## config.mk

```make
export PLATFORM = sky130hd
export DESIGN_NAME = e1t_framer
export DESIGN_NICKNAME = d
export VERILOG_FILES = /design/src/shared/e1t_pkg.sv /design/src/shared/e1t_lane_if.sv /design/src/rtl/e1t_link_sampler.sv /design/src/rtl/e1t_rx_deframer.sv /design/src/rtl/e1t_framer.sv
export SDC_FILE = /design/constraint.sdc
export NUM_CORES = 1
export LEC_CHECK = 0
export BUFFER_PORTS_ARGS = -buffer_cell sky130_fd_sc_hd__buf_4
export CORE_AREA = 2 2 134 136
export DETAILED_ROUTE_END_ITERATION = 10
export DIE_AREA = 0 0 136 138
export PLACE_DENSITY = 0.95
export SLEW_MARGIN = 30
export SYNTH_ARGS = -nofsm -noshare
export SYNTH_HDL_FRONTEND = slang
export SYNTH_SLANG_ARGS = --single-unit
```

## constraint.sdc

```tcl
create_clock -name clk -period 13.9 [get_ports clk]
set_input_delay 0 -clock clk [delete_from_list [all_inputs] [get_ports clk]]
set_output_delay 0 -clock clk [all_outputs]
set_load 0.1 [all_outputs]
```

## src/shared/e1t_pkg.sv

```systemverilog
// Constants and state types shared by the E1 frame-timing block.
// Assumes one 125 MHz system clock that oversamples both link clocks.
package e1t_pkg;

    // Positions within a 256-bit E1 frame, written as timeslot * 8 + bit.
    localparam logic [7:0] LAST_POS = 8'hff;
    localparam logic [7:0] FAS_LAST_POS = 8'h07;
    localparam logic [7:0] MF_CHECK_POS = 8'h83;
    localparam logic [4:0] SIG_SLOT = 5'h10;
    localparam logic [4:0] FAS_SLOT = 5'h00;
    localparam logic [3:0] LAST_FRAME = 4'hf;
    localparam logic [3:0] FIRST_FRAME = 4'h0;

    // Fixed codes of the line format.
    localparam logic [7:0] IDLE_CODE = 8'hd5;
    localparam logic [6:0] FAS_WORD = 7'h1b;
    localparam logic [3:0] MFAS_NIBBLE = 4'h0;

    // Field positions of the transmit extra-bits register.
    localparam int XB_ONE_BIT = 3;
    localparam int DMA_BIT = 2;
    localparam int XB_TWO_BIT = 1;
    localparam int XB_THREE_BIT = 0;

    // Field positions of the transmit and common control registers.
    localparam int TXC_XSRC_BIT = 2;
    localparam int TXC_CCS_BIT = 5;
    localparam int CCR_HDB3_BIT = 0;
    localparam int CCR_APAR_BIT = 6;

    // Lanes of the sampled link bundle.
    localparam int LANE_W = 4;
    localparam int LN_SER = 0;
    localparam int LN_FS = 1;
    localparam int LN_MS = 2;
    localparam int LN_XD = 3;
    localparam int LN_POS = 0;
    localparam int LN_NEG = 1;

    // Link-bit delays through each direction.
    localparam int TX_DELAY = 5;
    localparam int RX_DEC_DEPTH = 6;

    typedef enum logic {
        RX_HUNT = 1'b0,
        RX_LOCKED = 1'b1
    } e1t_rx_state_t;

    typedef struct packed {
        logic [LANE_W-1:0] s1;
        logic [LANE_W-1:0] s2;
        logic clkS1;
        logic clkS2;
        logic clkPrev;
        logic rise;
        logic [LANE_W-1:0] data;
    } e1t_smp_st_t;

    typedef struct packed {
        logic [7:0] pos;
        logic [3:0] frame;
        logic prevFs;
        logic prevMs;
        logic [TX_DELAY-1:0] dly;
        logic pol;
        logic linePos;
        logic lineNeg;
        logic mfMark;
        logic afMark;
        logic [7:0] xbRead;
    } e1t_tx_st_t;

    typedef struct packed {
        e1t_rx_state_t state;
        logic lastPol;
        logic [RX_DEC_DEPTH-1:0] dec;
        logic [7:0] hist;
        logic [7:0] pos;
        logic [3:0] frame;
        logic fasFrame;
        logic mfOnNonAlign;
        logic [31:0][3:0] sig;
        logic serial;
        logic sd;
        logic fs;
        logic ms;
        logic cs;
        logic af;
    } e1t_rx_st_t;

endpackage

```

## src/shared/e1t_lane_if.sv

```systemverilog
// Bundle of link signals after sampling into the system clock domain.
// Assumes the source is an e1t_link_sampler on the same clock.
`timescale 1ns/100ps
interface e1t_lane_if;
    import e1t_pkg::*;
    logic rise;
    logic [LANE_W-1:0] data;
    modport src (output rise, output data);
    modport dst (input rise, input data);
endinterface

```

## src/rtl/e1t_link_sampler.sv

```systemverilog
// Two-flop synchroniser for one link clock and its data lanes, with edge detect.
// Assumes the link clock is much slower than clk, so each level lasts several cycles.
`timescale 1ns/100ps
module e1t_link_sampler (
    input wire logic clk,
    input wire logic rst,
    input wire logic linkClock,
    input wire logic [e1t_pkg::LANE_W-1:0] linkData,
    e1t_lane_if.src lane
);
    import e1t_pkg::*;

    e1t_smp_st_t st_ff;
    e1t_smp_st_t nxt_st;

    // Data is taken from the same synchroniser stage as the clock, so both stay aligned.
    always_comb begin
        nxt_st = st_ff;
        nxt_st.s1 = linkData;
        nxt_st.s2 = st_ff.s1;
        nxt_st.clkS1 = linkClock;
        nxt_st.clkS2 = st_ff.clkS1;
        nxt_st.clkPrev = st_ff.clkS2;
        nxt_st.rise = st_ff.clkS2 & ~st_ff.clkPrev;
        nxt_st.data = st_ff.s2;
    end

    // State register.
    always_ff @(posedge clk or posedge rst) begin
        if (rst) begin
            st_ff <= '0;
        end else begin
            st_ff <= nxt_st;
        end
    end

    assign lane.rise = st_ff.rise;
    assign lane.data = st_ff.data;
endmodule

```

## src/rtl/e1t_rx_deframer.sv

```systemverilog
// Receive side: HDB3 decode, frame and multiframe timing, signaling extraction.
// Assumes a lane bundle of pos/neg line bits sampled once per receive bit.
`timescale 1ns/100ps
module e1t_rx_deframer (
    input wire logic clk,
    input wire logic rst,
    e1t_lane_if.dst lane,
    input wire logic hdb3En,
    output logic rxSerialOut,
    output logic rxSignalingOut,
    output logic rxFrameSyncOut,
    output logic rxMultiframeSyncOut,
    output logic rxCrcMultiframeSyncOut,
    output logic rxAlignFrameMarker
);
    import e1t_pkg::*;

    e1t_rx_st_t st_ff;
    e1t_rx_st_t nxt_st;
    logic mark;
    logic viol;
    logic [7:0] posNow;
    logic [3:0] frameNow;
    logic [3:0] crcFrame;
    logic [4:0] tsNow;
    logic [4:0] lowSlot;
    logic [3:0] nib;

    // Timing follows the bit leaving the decoder, so markers and data line up.
    always_comb begin
        nxt_st = st_ff;
        mark = lane.data[LN_POS] | lane.data[LN_NEG];
        viol = hdb3En & mark & (lane.data[LN_POS] == st_ff.lastPol);
        posNow = st_ff.pos + 8'h01;
        frameNow = st_ff.frame;
        tsNow = posNow[7:3];
        lowSlot = 5'h00;
        nib = 4'h0;
        crcFrame = st_ff.frame;
        if (lane.rise) begin
            if (mark) begin
                nxt_st.lastPol = lane.data[LN_POS];
            end
            nxt_st.dec = {st_ff.dec[RX_DEC_DEPTH-2:0], mark & ~viol};
            if (viol) begin
                nxt_st.dec[3] = 1'b0; // Substituted B pulse removed.
            end
            nxt_st.serial = st_ff.dec[RX_DEC_DEPTH-1]; // Sixth bit period.
            nxt_st.hist = {st_ff.hist[6:0], st_ff.dec[RX_DEC_DEPTH-1]};
            if (st_ff.state == RX_HUNT && nxt_st.hist[6:0] == FAS_WORD) begin
                posNow = FAS_LAST_POS;
                nxt_st.state = RX_LOCKED;
                nxt_st.fasFrame = 1'b1;
            end else if (posNow == 8'h00) begin
                frameNow = st_ff.frame + 4'h1;
                nxt_st.fasFrame = ~st_ff.fasFrame; // Flips on true boundaries.
            end
            tsNow = posNow[7:3];
            // Either frame parity may open the CAS multiframe.
            if (st_ff.state == RX_LOCKED && posNow == MF_CHECK_POS &&
                    nxt_st.hist[3:0] == MFAS_NIBBLE) begin
                frameNow = FIRST_FRAME;
                nxt_st.mfOnNonAlign = ~nxt_st.fasFrame;
            end
            if (tsNow == SIG_SLOT && posNow[2:0] == 3'h7 && frameNow != FIRST_FRAME) begin
                nxt_st.sig[{1'b0, frameNow}] = nxt_st.hist[7:4];
                nxt_st.sig[{1'b1, frameNow}] = nxt_st.hist[3:0];
            end
            // The CRC4 multiframe always begins on an alignment frame.
            crcFrame = frameNow - {3'h0, nxt_st.mfOnNonAlign};
            nxt_st.pos = posNow;
            nxt_st.frame = frameNow;
            nxt_st.fs = (posNow == LAST_POS); // One bit early.
            nxt_st.ms = (posNow == LAST_POS) && frameNow == LAST_FRAME;
            nxt_st.cs = (posNow == LAST_POS) && crcFrame == LAST_FRAME;
            nxt_st.af = nxt_st.fasFrame;
            // Signaling nibble in bits 5 to 8 of the chosen slots only.
            lowSlot = (frameNow == FIRST_FRAME) ? 5'h0f : {1'b0, frameNow - 4'h1};
            if (tsNow == lowSlot && frameNow != 4'h1) begin
                nib = st_ff.sig[(frameNow == FIRST_FRAME) ? 5'h0f : {1'b0, frameNow}];
            end else if (tsNow == {1'b1, frameNow} && frameNow != FIRST_FRAME) begin
                nib = st_ff.sig[{1'b1, frameNow}];
            end
            nxt_st.sd = posNow[2] & nib[~posNow[1:0]];
        end
    end

    // State register.
    always_ff @(posedge clk or posedge rst) begin
        if (rst) begin
            st_ff <= '0;
        end else begin
            st_ff <= nxt_st;
        end
    end

    assign rxSerialOut = st_ff.serial;
    assign rxSignalingOut = st_ff.sd;
    assign rxFrameSyncOut = st_ff.fs;
    assign rxMultiframeSyncOut = st_ff.ms;
    assign rxCrcMultiframeSyncOut = st_ff.cs;
    assign rxAlignFrameMarker = st_ff.af;

    property p_rx_serial;
        @(posedge clk) disable iff (rst)
        lane.rise |=> rxSerialOut == $past(st_ff.dec[RX_DEC_DEPTH-1]);
    endproperty
    a_rx_serial: assert property (p_rx_serial) else $error("rx serial not decoder tail");

    property p_rx_fsync;
        @(posedge clk) disable iff (rst)
        rxFrameSyncOut |-> st_ff.pos == LAST_POS;
    endproperty
    a_rx_fsync: assert property (p_rx_fsync) else $error("rx frame sync off boundary");

    property p_rx_mf_low;
        @(posedge clk) disable iff (rst)
        $fell(rxFrameSyncOut) |-> !rxMultiframeSyncOut && !rxCrcMultiframeSyncOut;
    endproperty
    a_rx_mf_low: assert property (p_rx_mf_low) else $error("mf sync outlived frame sync");

    property p_rx_sd_quiet;
        @(posedge clk) disable iff (rst)
        (st_ff.pos[7:3] == FAS_SLOT || st_ff.pos[7:3] == SIG_SLOT || !st_ff.pos[2])
            |-> !rxSignalingOut;
    endproperty
    a_rx_sd_quiet: assert property (p_rx_sd_quiet) else $error("signaling out of place");
endmodule

```

## src/rtl/e1t_framer.sv

```systemverilog
// E1 frame-timing block: transmit timeslot-16 and idle insertion, receive timing.
// Assumes both link clocks are far slower than clk and register values are held steady.
//
// Operation
// CAS mode fills timeslot 16 of frame 0 with alignment, extra and alarm bits.
// Extra bits come from the register when selected, else sampled from the input.
// CCS mode passes every timeslot 16 bit straight from serial input.
// Software writes zero to reserved upper extra-bit register bits, ignores them on read.
// Each set idle-select bit forces its timeslot to code 11010101 on the line.
// Idle bits map one per timeslot, first register bit 0 to fourth bit 7.
// Idle bits of timeslots 0 and 16 have no effect.
// Multiframe sync rising edge sets multiframe alignment, shown on the multiframe marker.
// Frame sync rising edge sets frame position, shown on the align-frame marker.
// With sync inputs low the block runs a free alignment of its own.
// Align-frame marker flags even frames, or odd frames when parity bit is set.
// The driver raises sync inputs one transmit bit before the true boundary.
// The multiframe marker responds to the rising edge of either sync input; the code acts on the multiframe sync edge only.
// The align-frame marker changes exactly on true frame boundaries.
// Serial input reaches the line outputs five transmit bit periods later.
// Receive signaling appears in slots 15, 17, then n-1 and n+16.
// Signaling nibble A to D sits in bits 5 to 8 of each slot.
// Receive signaling is never valid in timeslots 0 and 16.
// Received data leaves serially six bits later, HDB3-decoded when enabled.
// Receive frame and multiframe syncs rise one bit before the boundary.
// Receive align marker flips on boundaries; multiframe syncs fall with frame sync.
// CAS multiframe may start on either frame; CRC4 starts on an align frame.
// The alarm register bit sets or clears bit 6 of timeslot 16, frame 0.
`timescale 1ns/100ps
module e1t_framer (
    input wire logic clk,
    input wire logic rst,
    input wire logic txClock,
    input wire logic txSerialIn,
    input wire logic txFrameSyncIn,
    input wire logic txMultiframeSyncIn,
    input wire logic txExtraIn,
    input wire logic [7:0] txExtraBitsReg,
    input wire logic [7:0] idleSelectRegA,
    input wire logic [7:0] idleSelectRegB,
    input wire logic [7:0] idleSelectRegC,
    input wire logic [7:0] idleSelectRegD,
    input wire logic [7:0] txControlReg,
    input wire logic [7:0] commonControlReg,
    output logic [7:0] txExtraBitsRead,
    output logic txLinePos,
    output logic txLineNeg,
    output logic txMultiframeMarker,
    output logic txAlignFrameMarker,
    input wire logic rxClock,
    input wire logic rxLinePos,
    input wire logic rxLineNeg,
    output logic rxSerialOut,
    output logic rxSignalingOut,
    output logic rxFrameSyncOut,
    output logic rxMultiframeSyncOut,
    output logic rxCrcMultiframeSyncOut,
    output logic rxAlignFrameMarker
);
    import e1t_pkg::*;

    e1t_lane_if txLane ();
    e1t_lane_if rxLane ();

    e1t_tx_st_t st_ff;
    e1t_tx_st_t nxt_st;
    logic [31:0] idleVec;
    logic fsEdge;
    logic msEdge;
    logic [7:0] posNow;
    logic [3:0] frameNow;
    logic [4:0] tsNow;
    logic [2:0] bitNow;
    logic extraSrc;
    logic ccsMode;
    logic alignPar;
    logic dataNow;
    logic xOne;
    logic xTwo;
    logic xThree;

    // Both link clocks and their pins are brought into the clk domain first.
    e1t_link_sampler u_tx_smp (
        .clk(clk),
        .rst(rst),
        .linkClock(txClock),
        .linkData({txExtraIn, txMultiframeSyncIn, txFrameSyncIn, txSerialIn}),
        .lane(txLane.src)
    );

    e1t_link_sampler u_rx_smp (
        .clk(clk),
        .rst(rst),
        .linkClock(rxClock),
        .linkData({2'b00, rxLineNeg, rxLinePos}),
        .lane(rxLane.src)
    );

    e1t_rx_deframer u_rx (
        .clk(clk),
        .rst(rst),
        .lane(rxLane.dst),
        .hdb3En(commonControlReg[CCR_HDB3_BIT]),
        .rxSerialOut(rxSerialOut),
        .rxSignalingOut(rxSignalingOut),
        .rxFrameSyncOut(rxFrameSyncOut),
        .rxMultiframeSyncOut(rxMultiframeSyncOut),
        .rxCrcMultiframeSyncOut(rxCrcMultiframeSyncOut),
        .rxAlignFrameMarker(rxAlignFrameMarker)
    );

    // Control fields and the idle map, one bit per timeslot.
    assign idleVec = {idleSelectRegD, idleSelectRegC, idleSelectRegB, idleSelectRegA};
    assign extraSrc = txControlReg[TXC_XSRC_BIT];
    assign ccsMode = txControlReg[TXC_CCS_BIT];
    assign alignPar = commonControlReg[CCR_APAR_BIT];

    // Extra bits from the register or from the extra-bit pin in its bit time.
    assign xOne = extraSrc ? txExtraBitsReg[XB_ONE_BIT] : txLane.data[LN_XD];
    assign xTwo = extraSrc ? txExtraBitsReg[XB_TWO_BIT] : txLane.data[LN_XD];
    assign xThree = extraSrc ? txExtraBitsReg[XB_THREE_BIT] : txLane.data[LN_XD];

    // The position counter tracks the bit sampled at the serial input. A sync edge
    // marks the last bit of a frame, because the driver raises it one bit early;
    // with both syncs held low the counters simply run free.
    always_comb begin
        nxt_st = st_ff;
        fsEdge = txLane.data[LN_FS] & ~st_ff.prevFs;
        msEdge = txLane.data[LN_MS] & ~st_ff.prevMs;
        posNow = (fsEdge | msEdge) ? LAST_POS : st_ff.pos + 8'h01;
        if (msEdge) begin
            frameNow = LAST_FRAME;
        end else if (posNow == 8'h00) begin
            frameNow = st_ff.frame + 4'h1;
        end else begin
            frameNow = st_ff.frame;
        end
        tsNow = posNow[7:3];
        bitNow = posNow[2:0];
        dataNow = txLane.data[LN_SER];
        if (!ccsMode && frameNow == FIRST_FRAME && tsNow == SIG_SLOT) begin
            // Multiframe word 0000, then X, alarm, X, X.
            unique case (bitNow)
                3'h4: dataNow = xOne;
                3'h5: dataNow = txExtraBitsReg[DMA_BIT];
                3'h6: dataNow = xTwo;
                3'h7: dataNow = xThree;
                default: dataNow = 1'b0;
            endcase
        end else if (tsNow != FAS_SLOT && tsNow != SIG_SLOT && idleVec[tsNow]) begin
            dataNow = IDLE_CODE[~bitNow];
        end
        if (txLane.rise) begin
            nxt_st.prevFs = txLane.data[LN_FS];
            nxt_st.prevMs = txLane.data[LN_MS];
            nxt_st.pos = posNow;
            nxt_st.frame = frameNow;
            // Five stages plus the line flop give the fixed delay.
            nxt_st.dly = {st_ff.dly[TX_DELAY-2:0], dataNow};
            nxt_st.linePos = st_ff.dly[TX_DELAY-1] & ~st_ff.pol;
            nxt_st.lineNeg = st_ff.dly[TX_DELAY-1] & st_ff.pol;
            nxt_st.pol = st_ff.pol ^ st_ff.dly[TX_DELAY-1];
            nxt_st.mfMark = frameNow == FIRST_FRAME ||
                (frameNow == LAST_FRAME && posNow == LAST_POS);
            // Only a true boundary may move the marker, so a sync edge that
            // renumbers the frame one bit early cannot flip it early.
            if (posNow == 8'h00) begin
                nxt_st.afMark = alignPar ? frameNow[0] : ~frameNow[0];
            end
        end
        // Reserved bits read back as written; software must not rely on them.
        nxt_st.xbRead = txExtraBitsReg;
    end

    // State register; the line starts idle with no pulses.
    always_ff @(posedge clk or posedge rst) begin
        if (rst) begin
            st_ff <= '0;
        end else begin
            st_ff <= nxt_st;
        end
    end

    assign txLinePos = st_ff.linePos;
    assign txLineNeg = st_ff.lineNeg;
    assign txMultiframeMarker = st_ff.mfMark;
    assign txAlignFrameMarker = st_ff.afMark;
    assign txExtraBitsRead = st_ff.xbRead;

    property p_mfas_zero;
        @(posedge clk) disable iff (rst)
        txLane.rise && !ccsMode && frameNow == FIRST_FRAME && posNow[7:2] == 6'h20
            |=> st_ff.dly[0] == 1'b0;
    endproperty
    a_mfas_zero: assert property (p_mfas_zero) else $error("alignment word not zero");

    property p_xbit_reg;
        @(posedge clk) disable iff (rst)
        txLane.rise && !ccsMode && extraSrc && frameNow == FIRST_FRAME && posNow == 8'h84
            |=> st_ff.dly[0] == $past(txExtraBitsReg[XB_ONE_BIT]);
    endproperty
    a_xbit_reg: assert property (p_xbit_reg) else $error("extra bit one not from register");

    property p_alarm;
        @(posedge clk) disable iff (rst)
        txLane.rise && !ccsMode && frameNow == FIRST_FRAME && posNow == 8'h85
            |=> st_ff.dly[0] == $past(txExtraBitsReg[DMA_BIT]);
    endproperty
    a_alarm: assert property (p_alarm) else $error("alarm bit wrong");

    property p_ccs_pass;
        @(posedge clk) disable iff (rst)
        txLane.rise && ccsMode && tsNow == SIG_SLOT |=> st_ff.dly[0] == $past(txLane.data[LN_SER]);
    endproperty
    a_ccs_pass: assert property (p_ccs_pass) else $error("ccs slot 16 altered");

    property p_idle;
        @(posedge clk) disable iff (rst)
        txLane.rise && tsNow != FAS_SLOT && tsNow != SIG_SLOT && idleVec[tsNow]
            |=> st_ff.dly[0] == IDLE_CODE[~$past(bitNow)];
    endproperty
    a_idle: assert property (p_idle) else $error("idle code not inserted");

    property p_ts0_free;
        @(posedge clk) disable iff (rst)
        txLane.rise && tsNow == FAS_SLOT |=> st_ff.dly[0] == $past(txLane.data[LN_SER]);
    endproperty
    a_ts0_free: assert property (p_ts0_free) else $error("timeslot 0 altered");

    property p_line_delay;
        @(posedge clk) disable iff (rst)
        txLane.rise |=> (txLinePos | txLineNeg) == $past(st_ff.dly[TX_DELAY-1]);
    endproperty
    a_line_delay: assert property (p_line_delay) else $error("line delay broken");

    property p_mf_edge;
        @(posedge clk) disable iff (rst)
        txLane.rise && msEdge |=> txMultiframeMarker && st_ff.pos == LAST_POS;
    endproperty
    a_mf_edge: assert property (p_mf_edge) else $error("mf marker missed edge");

    property p_af_boundary;
        @(posedge clk) disable iff (rst)
        $changed(txAlignFrameMarker) |-> st_ff.pos == 8'h00;
    endproperty
    a_af_boundary: assert property (p_af_boundary) else $error("align marker off boundary");
endmodule

```

* After elaboration in Yosys (flattened, before gate mapping)
Memories as Yosys holds them, arrays and structs flattened.
Index checks and enable logic that the tools add are counted.
W data, S select, Z words.
** Storage, ports and cells
- Bits in registers :: 220
- Bits in read-only memories :: 8
- Bits of input ports :: 66
- Output and inout bits :: 18
- Logic and storage cells :: 200
- Memories kept :: 1
** Cells by class
- Add/subtract/negate cells :: 6
- Magnitude comparators :: 8
- Equality and inequality tests :: 19
- Mux-type cells :: 42
- Bitwise gates (word level) :: 25
- Reductions and logical operators :: 29
** Memories
- (name not given) :: words 8, bits a word 1, read ports 1, clocked after memory_dff 0, write ports 0, line e1t_framer.sv:150 : dataNow = IDLE_CODE[~bitNow];
** Operator list (count)
- $bwmux W128 :: 2
- $mux W4 :: 15
- $demux W4 S4 :: 2
- $eq A8 B8 Y1 const B :: 3
- $mux W8 :: 3
- $bmux W4 S5 :: 1
- $lt A5 B6 Y1 const B :: 3
- $add A8 B1 Y8 const B :: 2
- $bmux W4 S4 :: 1
- $logic_and A1 B1 Y1 :: 16
- $logic_not A8 Y1 :: 2
- $eq A3 B3 Y1 const B :: 5
- $mux W1 :: 15
- $eq A4 B4 Y1 const B :: 3
- $logic_not A4 Y1 :: 3
- $and A1 B1 Y1 :: 10
- $eq A5 B5 Y1 :: 2
- $eq A5 B5 Y1 const B :: 2
- $not A1 Y1 :: 10
- $add A4 B1 Y4 const B :: 2
- $reduce_and A2 Y1 :: 4
- $eq A7 B5 Y1 const B :: 1
- $lt A4 B6 Y1 const B :: 1
- $bmux W1 S5 :: 1
- other kinds (19) :: 20

* Depth between registers and ports, before layout
Gate-level depths: netlist of the first run.
- Depth in word-level cells :: 18
- Mapped depth :: 22

* By module
From an unflattened synthesis of the first run, not the netlist that was laid out.
** Unflattened totals
- Cells, all modules :: 1058
- Area, all modules :: 11592.4 µm²
** Modules (own cells, without submodules)
- e1t_rx_deframer :: instances 1, cells an instance 759, area each 8411.8 µm², sequential area each 4028.9 µm²
- e1t_framer :: instances 1, cells an instance 255, area each 2284.7 µm², sequential area each 800.8 µm²
- e1t_link_sampler :: instances 2, cells an instance 22, area each 447.9 µm², sequential area each 400.4 µm²

* Worst setup path before layout of the first run
No wires, ideal clock.
- Kind :: register -> register
- Start point :: register u_rx.st_ff[148] (netlist bit)
- End point :: register u_rx.st_ff (netlist bit u_rx.rxSignalingOut)
- Library setup time :: 0.127 ns
- Arrival time :: 4.540 ns
- Path slack :: 9.233 ns
- Cell stages (with the launch flop) :: 21
- Buffers on the path :: 5
- Path through :: dfrtp_1 > nand4b_1 > or2_4 > buf_2 > a221oi_2 > o21ai_0 > a22o_1 > inv_2 > buf_2 > buf_2 > ha_1 > inv_1 > a31o_2 > and2_1 > buf_2 > buf_2 > a32oi_1 > o21ai_0 > a2111oi_0 > o211a_1 > o32ai_2
** On the way
- Cells in the longest elaborated chain, start to end :: 18
- Elaborated cells between the ends (all ways) :: 32
- Those cells by class :: 1 x add/sub; 5 x eq/ne; 16 x mux; 2 x bitwise; 8 x reduce/logical
** Ends and longest elaborated chain
- from (decl) :: line e1t_rx_deframer.sv:18 : e1t_rx_st_t st_ff;
- from (signal assigned) :: line e1t_rx_deframer.sv:93 : st_ff <= nxt_st;
- $eq A7 B5 Y1 :: line e1t_rx_deframer.sv:50 : if (st_ff.state == RX_HUNT && nxt_st.hist[6:0] == FAS_WORD) begin
- $logic_and A1 B1 Y1 :: line e1t_rx_deframer.sv:50
- $mux W8 :: line e1t_rx_deframer.sv:50
- $mux W8 :: line e1t_rx_deframer.sv:40 : if (lane.rise) begin
- $eq A8 B8 Y1 :: line e1t_rx_deframer.sv:60 : if (st_ff.state == RX_LOCKED && posNow == MF_CHECK_POS &&
- $logic_and A1 B1 Y1 (2 in series) :: line e1t_rx_deframer.sv:60
- $mux W4 :: line e1t_rx_deframer.sv:60
- $mux W4 :: line e1t_rx_deframer.sv:40
- $logic_not A4 Y1 / $sub A4 B1 Y4 (equally long branches) :: line e1t_rx_deframer.sv:78, e1t_rx_deframer.sv:80
- $mux W4 (on tied branches) :: line e1t_rx_deframer.sv:80, e1t_rx_deframer.sv:78
- $bmux W4 S5 / $eq A5 B5 Y1 (equally long branches) :: line e1t_rx_deframer.sv:80, e1t_rx_deframer.sv:79
- $mux W4 / $logic_and A1 B1 Y1 (equally long branches) :: line e1t_rx_deframer.sv:80, e1t_rx_deframer.sv:79
- $mux W4 :: line e1t_rx_deframer.sv:79 : if (tsNow == lowSlot && frameNow != 4'h1) begin
- $mux W4 :: line e1t_rx_deframer.sv:40
- $bmux W1 S2 :: line e1t_rx_deframer.sv:84 : nxt_st.sd = posNow[2] & nib[~posNow[1:0]];
- $mux W1 (implied by the code) :: line e1t_rx_deframer.sv:84
- $and A1 B1 Y1 * :: line e1t_rx_deframer.sv:84
Every way passes the cells marked *; elsewhere a longest branch is shown, timed or not. The select of a mux whose other input is x is not followed.
A chain may end at the register's enable or synchronous reset.

* Worst setup path in the final report of the first run
- Start point :: register u_rx.st_ff[140] (netlist bit)
- End point :: register u_rx.st_ff (netlist bit u_rx.rxSignalingOut)
** On the way
- Cells in the longest elaborated chain, start to end :: 17
- Elaborated cells between the ends (all ways) :: 32
- Those cells by class :: 2 x add/sub; 4 x eq/ne; 17 x mux; 2 x bitwise; 7 x reduce/logical
** Ends and longest elaborated chain
- $add A8 B1 Y8 * :: line e1t_rx_deframer.sv:34 : posNow = st_ff.pos + 8'h01;
- $mux W8 :: line e1t_rx_deframer.sv:50
- $mux W8 :: line e1t_rx_deframer.sv:40
- $eq A8 B8 Y1 :: line e1t_rx_deframer.sv:60
- $logic_and A1 B1 Y1 (2 in series) :: line e1t_rx_deframer.sv:60
- $mux W4 :: line e1t_rx_deframer.sv:60
- $mux W4 :: line e1t_rx_deframer.sv:40
- $logic_not A4 Y1 / $sub A4 B1 Y4 (equally long branches) :: line e1t_rx_deframer.sv:78, e1t_rx_deframer.sv:80
- $mux W4 (on tied branches) :: line e1t_rx_deframer.sv:80, e1t_rx_deframer.sv:78
- $bmux W4 S5 / $eq A5 B5 Y1 (equally long branches) :: line e1t_rx_deframer.sv:80, e1t_rx_deframer.sv:79
- $mux W4 / $logic_and A1 B1 Y1 (equally long branches) :: line e1t_rx_deframer.sv:80, e1t_rx_deframer.sv:79
- $mux W4 :: line e1t_rx_deframer.sv:79
- $mux W4 :: line e1t_rx_deframer.sv:40
- $bmux W1 S2 :: line e1t_rx_deframer.sv:84
- $mux W1 (implied by the code) :: line e1t_rx_deframer.sv:84
- $and A1 B1 Y1 * :: line e1t_rx_deframer.sv:84
Marked as above.

==> results of run 1 <==
cells in the final DEF (no fill, tap or decap), drive strengths merged, types with 13 or more instances in the layout:
cell type    count
clkbuf          29
xnor2           13
mux2           160
nor2            65
o21ai           50
nand2           91
a21oi           43
buf             80
nand3           47
nor3            18
inv             23
ha              13
dfrtp          219
dlygate4sd3     20
mux2i           33
routing by layer:
metal	wire length [um]	up-vias	GRT usage
met5	0	-	0
met4	1390	0	0.143
met3	2590	127	0.0700
met2	12800	471	0.474
met1	10900	4287	0.388
li1	-	3819	-
cells by family (layout without fill, tap and decap cells):
logic type / after synthesis / in the layout
flip-flops: 219 / 219
AO/OA/AOI/OAI: 193 / 193
other: 0 / 2
XOR/XNOR: 21 / 21
adder cells (fa/ha/maj): 13 / 13
multiplexers: 193 / 193
AND/OR/NAND/NOR: 286 / 286
buffers and inverters: 111 / 166
how the worst min path moves through the flow:
stage / endpoint / slack [ps] / cells after the start
floorplan: txExtraBitsRead[0] / 30 / 0
global placement: u_rx_smp.nxt_st[6] / 110 / 1
detailed placement: u_rx_smp.nxt_st[6] / 110 / 1
CTS: u_rx_smp.nxt_st[6] / 120 / 2
global route: u_rx_smp.nxt_st[6] / 120 / 2
finish: u_rx_smp.nxt_st[6] / 130 / 2
sequential cells by signal (all words and copies together), names as in the netlist, 2 cells and up:
register            count
u_rx.st_ff            157
st_ff                  20
u_tx_smp.nxt_st        10
txExtraBitsRead         8
u_rx_smp.nxt_st         6
u_tx_smp.lane.data      4
u_rx_smp.lane.data      2
power groups by stage:
stage          Combinational, W  Clock, W  Sequential [W]
6_report               0.000908  0.000634        0.000825
5_1_grt                0.000968  0.000663        0.000833
4_1_cts                0.000882  0.000639        0.000818
3_5_place_dp           0.000864         0        0.000828
3_3_place_gp           0.000848         0        0.000821
2_1_floorplan          0.000679         0        0.000797
per-stage QoR:
| stage | std cells | total power [W] |
|---|---|---|
| 2_1_floorplan | 1036 | 0.00148 |
| 3_3_place_gp | 1258 | 0.00167 |
| 3_5_place_dp | 1258 | 0.00169 |
| 4_1_cts | 1320 | 0.00234 |
| 5_1_grt | 1320 | 0.00247 |
| 6_report | 1322 | 0.00237 |
area by class of cell:
class | instances | area, um^2
Sequential cell | 219 | 5480
Inverter | 24 | 103
Clock buffer | 29 | 649
Clock inverter | 13 | 135
Antenna cell | 2 | 5.00
Multi-Input combinational cell | 706 | 5180
Fill cell | 1150 | 4890
Tap cell | 229 | 287
Timing Repair Buffer | 100 | 805
timing repair:
action                                  in CTS  in global routing
gates resized for setup                      0                  0
hold buffers                                20                  0
endpoints found under the hold margin      167                  0
endpoints found under the setup margin       0                  0
==> impl_results.md, run 1 <==
- Status: complete, no violations
- CP Buf/Inv Count: 3
- Die height: 138 um
- Final Instance Area: 0.0126 mm^2
- Crit-path slowest cell: a2111oi_0
- Worst ir drop on vdd: 0.000143 V
- Critical-path cell list: ha_1, xor2_1, a2bb2oi_1, a221o_1, a21oi_1, nand2_1, buf_4, inv_2, ha_1, inv_1, a31o_2, nand2_2, a32oi_1, a211oi_1, a2111oi_0, o211a_1, o32ai_2
- Layout Area Growth over Synthesis: 13.4%
- Starting density of the core: 0.636
- Vias in the first global route: 8,891
- TritonCTS Buffers: 24
- Largest net degree at the start of global routing: around 150
- Compound-Gate Fraction of Synth Area: 0.117
- Yosys top cell area share: 0.491
- Min setup slack post-route: 7760 ps
- Slew Limit Fails: 0
- Postcts setup bufs: 0
- Hold Crit Class: in -> reg
- RSZ-0062 raised after global routing: no
- Most instantiated library cell after synthesis: dfrtp_1
- Register area share after synthesis: 0.491
- Total Wirelength: 27,700 um
- Die Width: about 140 um
- Synthesized-area fraction occupied by and/or/nand/nor cells: 0.125
- Main synth FF type: dfrtp_1
- Pre-CTS setup slack: roughly 8000 ps
- Ys async rst share: 1.00
- Hpwl dp: ~17,000 um
- Buffers added on ports: 71
- Req. time, crit path: around 14,000 ps
- Rel. slew slack: 0.333
- Gr usage total: 0.299
- Vias per inst: 6.58
- Total Negative Setup Slacks: 0 ps
- Worst Setup SP: u_rx.st_ff[140]
- R2R setup slack: 7760 ps
- Die area: 0.0188 mm^2
- Worst hold path startpoint: rxClock
- Utilization after layout: 0.721
- Cell mode on critical path: ha_1
- Mean routed wirelength per cell: 20.9 um
- Htree depth: 1
- Fin nets: 1,154
- Post-synthesis adder-cell area fraction: 0.0146
- Crit path kind: reg -> reg
- Clock power share: 0.268
- Fmax: 0.163 GHz
- Fin crit period: ~6100 ps
- Synth top cells by count: dfrtp_1, mux2_2, nand2_1, nor2_1, clkbuf_1
- Post-Synth XOR/XNOR Area: 0.0165
- Post-Syn Instances: 1,036
- P_int: 0.00137 W
- Final Setup Violations: 0
- Synth area leader: dfrtp_1
- Gpl congestion: 0.975
- Via Count: 8,704
- Pwr dens: about 190 mW/mm^2
- I/O pin count: 84
- Cell Rows: a little under 50
- Pleak: 5.88 nW
- Max_cap viols: 0
- First-pass iteration count of the detailed router: 6
- Syn_nets: 1,115
- Placed cell area: 0.0116 mm^2
- Wire length of the first global-routing pass: 44,900 um
- Crit. End Element: flip-flop
- Initial DRC count: 861
- Clock buffer depth: 3
- Largest family of logic cells by synthesized area: multiplexers
- Sw frac: 0.422
- Synth warn: 0
- Max incr delay on CP: 700 ps
- Fraction of layout cells with a size suffix above 1: 0.275
- Flop pwr share: 0.349
- Root Buffer: clkbuf_16
- EDFF count, synth: 0
- Reg-to-Reg End: u_rx.rxSignalingOut
- Seq cells post-synth: between 200 and 250
- Least-Margin Pin Slew: 997 ps
- Delay-heaviest family, CP: compound AO/OA/AOI/OAI gates
- Worst-Skew Late Latency: 530 ps
- Core Region: around 0.018 mm^2
- CTS tree: done
- FF-to-FF path depth: 17
- Critical path fanouts, max: 30
- Initial antenna violation count: 2
- Cell depth of the worst setup path: 17
- Synthesized area: around 0.011 mm^2
- Main area contributors after synthesis: dfrtp_1, mux2_2, nand2_1
- Mean Syn Cell Area: 10.8 um^2
- RR Startpoint: u_rx.st_ff[140]
- Final period util: 0.442
- Worst hold margin: roughly 130 ps
- Synth unique cells: 80
- Remaining antenna violation count: 0
- Startpoint types: flip-flop
- Congestion Overflow GR: 0
- Critical path endpoint: u_rx.rxSignalingOut
- Mux share of post-synthesis cell area: 0.191
- Clk slew on worst S/H paths: approximately 60 ps
- Switching Power: 0.000999 W
- Combinational Power Share: 0.384
- Drt drc: 0
- Final hold viol count: 0
- WP data arrival: 6550 ps
- Clock sink count: 219
- Clock Skew: 15.0 ps
(Power assumes the default switching activity.)
==> inputs of run 2 (changes only) <==
CORE_AREA = 2 2 146 148   (was 2 2 134 136)
DIE_AREA = 0 0 148 150   (was 0 0 136 138)
PLACE_DENSITY = 0.88   (was 0.95)
clock period = 5.6 ns   (was 13.9 ns; I/O delays follow)
==> run 2 against run 1 <==
Compared with the run above:
- clock skew up 13 ps
- sequential power up 140%
- combinational power grew to 2.7 times the previous value
- critical path type unchanged
- power rose by 150%
- setup slack got worse by 7300 ps
- sequential cell count is the same
- global-route usage decreased by 4.9 points
- sequential share of layout area decreased by 0.54 points
- critical endpoint unchanged
==> impl_results.md, run 2 (same netlist as run 1, synthesis figures left out) <==
- Final hold viol count: 0 (unchanged)
- Drt drc: 0 (unchanged)
- CTS tree: done
- Clk slew on worst S/H paths: 60 ps (about the same)
- Worst ir drop on vdd: 0.000302 V (+110%)
- Postcts setup bufs: 0 (unchanged)
- Fmax: 0.195 GHz (+20%)
- Clock sink count: 219 (unchanged)
- Switching Power: 0.00246 W (+150%)
- Core Region: 0.0207 mm^2 (+18%)
- Mean routed wirelength per cell: 20.3 um (-3.1%)
- TritonCTS Buffers: 23 (-4.2%)
- Pleak: 5.96 nW (+1.3%)
- Gpl congestion: 0.945 (-3.1%)
- Buffers added on ports: 71 (unchanged)
- Critical-path cell list: ha_1, nand2_1, a21oi_1, nand3_1, nor2_1, a22o_1, inv_2, ha_1, inv_1, a31oi_1, a21oi_1, nor4b_2, o31ai_1, or4_1, o311a_1, o32ai_2
- Crit path kind: reg -> reg
- I/O pin count: 84 (unchanged)
- Most common cell after layout, fill and taps aside: dfrtp_1
- Worst hold margin: 133 ps (+1.34 ps)
- Crit-path slowest cell: dfrtp_1
- Placed Cells: 1,320 (+4.9%)
- Die height: 150 um (+8.7%)
- Congestion Overflow GR: 0 (unchanged)
- Initial antenna violation count: 2 (unchanged)
- Flop pwr share: 0.330 (-0.019)
- Cell Rows: 53 (+8.2%)
- Worst-Skew Late Latency: 520 ps (about the same)
- PostCTS Resize Cnt: 0 (unchanged)
- Critical path fanouts, max: 14 (-53%)
- Vias per inst: 6.23 (-5.4%)
- Gr usage total: 0.250 (-0.0485)
- Htree depth: 1 (unchanged)
- Max incr delay on CP: 690 ps (about the same)
- Total Negative Setup Slacks: 0 ps (unchanged)
- Total Power: 0.00587 W (+150%)
- Initial DRC count: 811 (-5.8%)
- Pwr dens: 459 mW/mm^2 (+140%)
- FILL cells: 1,595 (+39%)
- P_int: 0.00341 W (+150%)
- Hold Crit Class: in -> reg
- # hold bufs at CTS: 20 (unchanged)
- CP Buf/Inv Count: 2 (-1)
- Combinational Power Share: 0.416 (+0.032)
- Clock buffer depth: 3 (unchanged)
- Req. time, crit path: 6030 ps (-8270 ps)
- Fin crit period: 5120 ps (-1020 ps)
- Crit. End Element: flip-flop
- Slew Limit Fails: 0 (unchanged)
- Delay-heaviest family, CP: simple AND/OR/NAND/NOR gates
- Rel. slew slack: 0.359 (+0.0259)
- Die Width: 148 um (+8.8%)
- Reg with most FFs: u_rx.st_ff
- Max_cap viols: 0 (unchanged)
- Wire length of the first global-routing pass: 44,400 um (-1.1%)
- Status: complete, no violations
- Final period util: 0.915 (+0.473)
- Via Count: 8,607 (-1.1%)
- Fin nets: 1,170 (+1.4%)
- WP data arrival: 5550 ps (-1000 ps)
- Die area: 0.0222 mm^2 (+18%)
- Total Wirelength: 28,000 um (+1.3%)
- Clock power share: 0.254 (-0.014)
- First-pass iteration count of the detailed router: 5 (-1)
- Final Setup Violations: 0 (unchanged)
- Fin cells: 1,382 (+4.5%)
- Most frequent cells in the layout: dfrtp_1, mux2_2, buf_4, nand2_1, nor2_1
- Starting density of the core: 0.539 (-0.0970)
- Clock Skew: 28.2 ps (+13.3 ps)
- Fraction of layout cells with a size suffix above 1: 0.285 (+0.00983)
- Remaining antenna violation count: 0 (unchanged)
- Layout Area Growth over Synthesis: 14.8%
- Vias in the first global route: 8,394 (-5.6%)
- Least-Margin Pin Slew: 959 ps (-38.7 ps)
- Sw frac: 0.419 (-0.00247)
- Max reg flops: 157 (unchanged)
- Largest net degree at the start of global routing: 173 (+16%)
- Hpwl dp: 18,100 um (+5.8%)
- RSZ-0062 raised after global routing: no
- Root Buffer: clkbuf_16
- Startpoint types: flip-flop
-- run 2: path summary, 6_finish.rpt --
| check | start | to | slack (ps) | cells past startpoint |
|---|---|---|---|---|
| worst max-delay path | u_rx.st_ff[140] | u_rx.rxSignalingOut | 480 | 16 |
| worst min-delay path | rxClock | u_rx_smp.nxt_st[6] | 130 | 2 |
| worst max register to register | u_rx.st_ff[140] | u_rx.rxSignalingOut | 480 | 16 |
| worst min register to register | u_tx_smp.nxt_st[3] | u_tx_smp.lane.data[3] | 340 | 0 |
| max in group asynchronous | rst | u_rx.st_ff[90] | 4030 | 6 |
| min in group asynchronous | rst | u_rx.st_ff[147] | 220 | 4 |
-- run 2: cell type report --
cell class	instances	area, um^2	share of cell area
Clock inverter	9	76.3	0.00596
Sequential cell	219	5480	0.428
Clock buffer	31	666	0.0520
Tap cell	275	344	0.0269
Multi-Input combinational cell	706	5180	0.404
Timing Repair Buffer	117	961	0.0751
Inverter	24	93.8	0.00733
Antenna cell	1	2.50	0.000195
-- run 2: per-layer routing --
| layer | vias to the layer above | GRT usage | routed length [um] |
|---|---|---|---|
| li1 | 3840 | - | - |
| met1 | 4253 | 0.335 | 11400 |
| met2 | 444 | 0.406 | 13400 |
| met3 | 68 | 0.0555 | 2450 |
| met4 | 2 | 0.0862 | 796 |
| met5 | - | 0 | 10 |
-- run 2: metrics by stage --
step,area (um^2),utilization,setup slack [ps]
after floorplan,11200,-,933
after global placement,11800,0.572,843
after detailed placement,11800,0.572,727
after CTS,12800,0.617,699
after global routing,12800,0.619,344
final,12800,0.619,478
-- run 2: power groups by stage --
stage	registers [W]	logic [W]	clock network (W)
final	0.00194	0.00244	0.00149
after CTS	0.00193	0.00238	0.00151
after floorplan	0.00198	0.00168	0
after global placement	0.00194	0.00229	0
after global routing	0.00196	0.00260	0.00157
after detailed placement	0.00196	0.00235	0
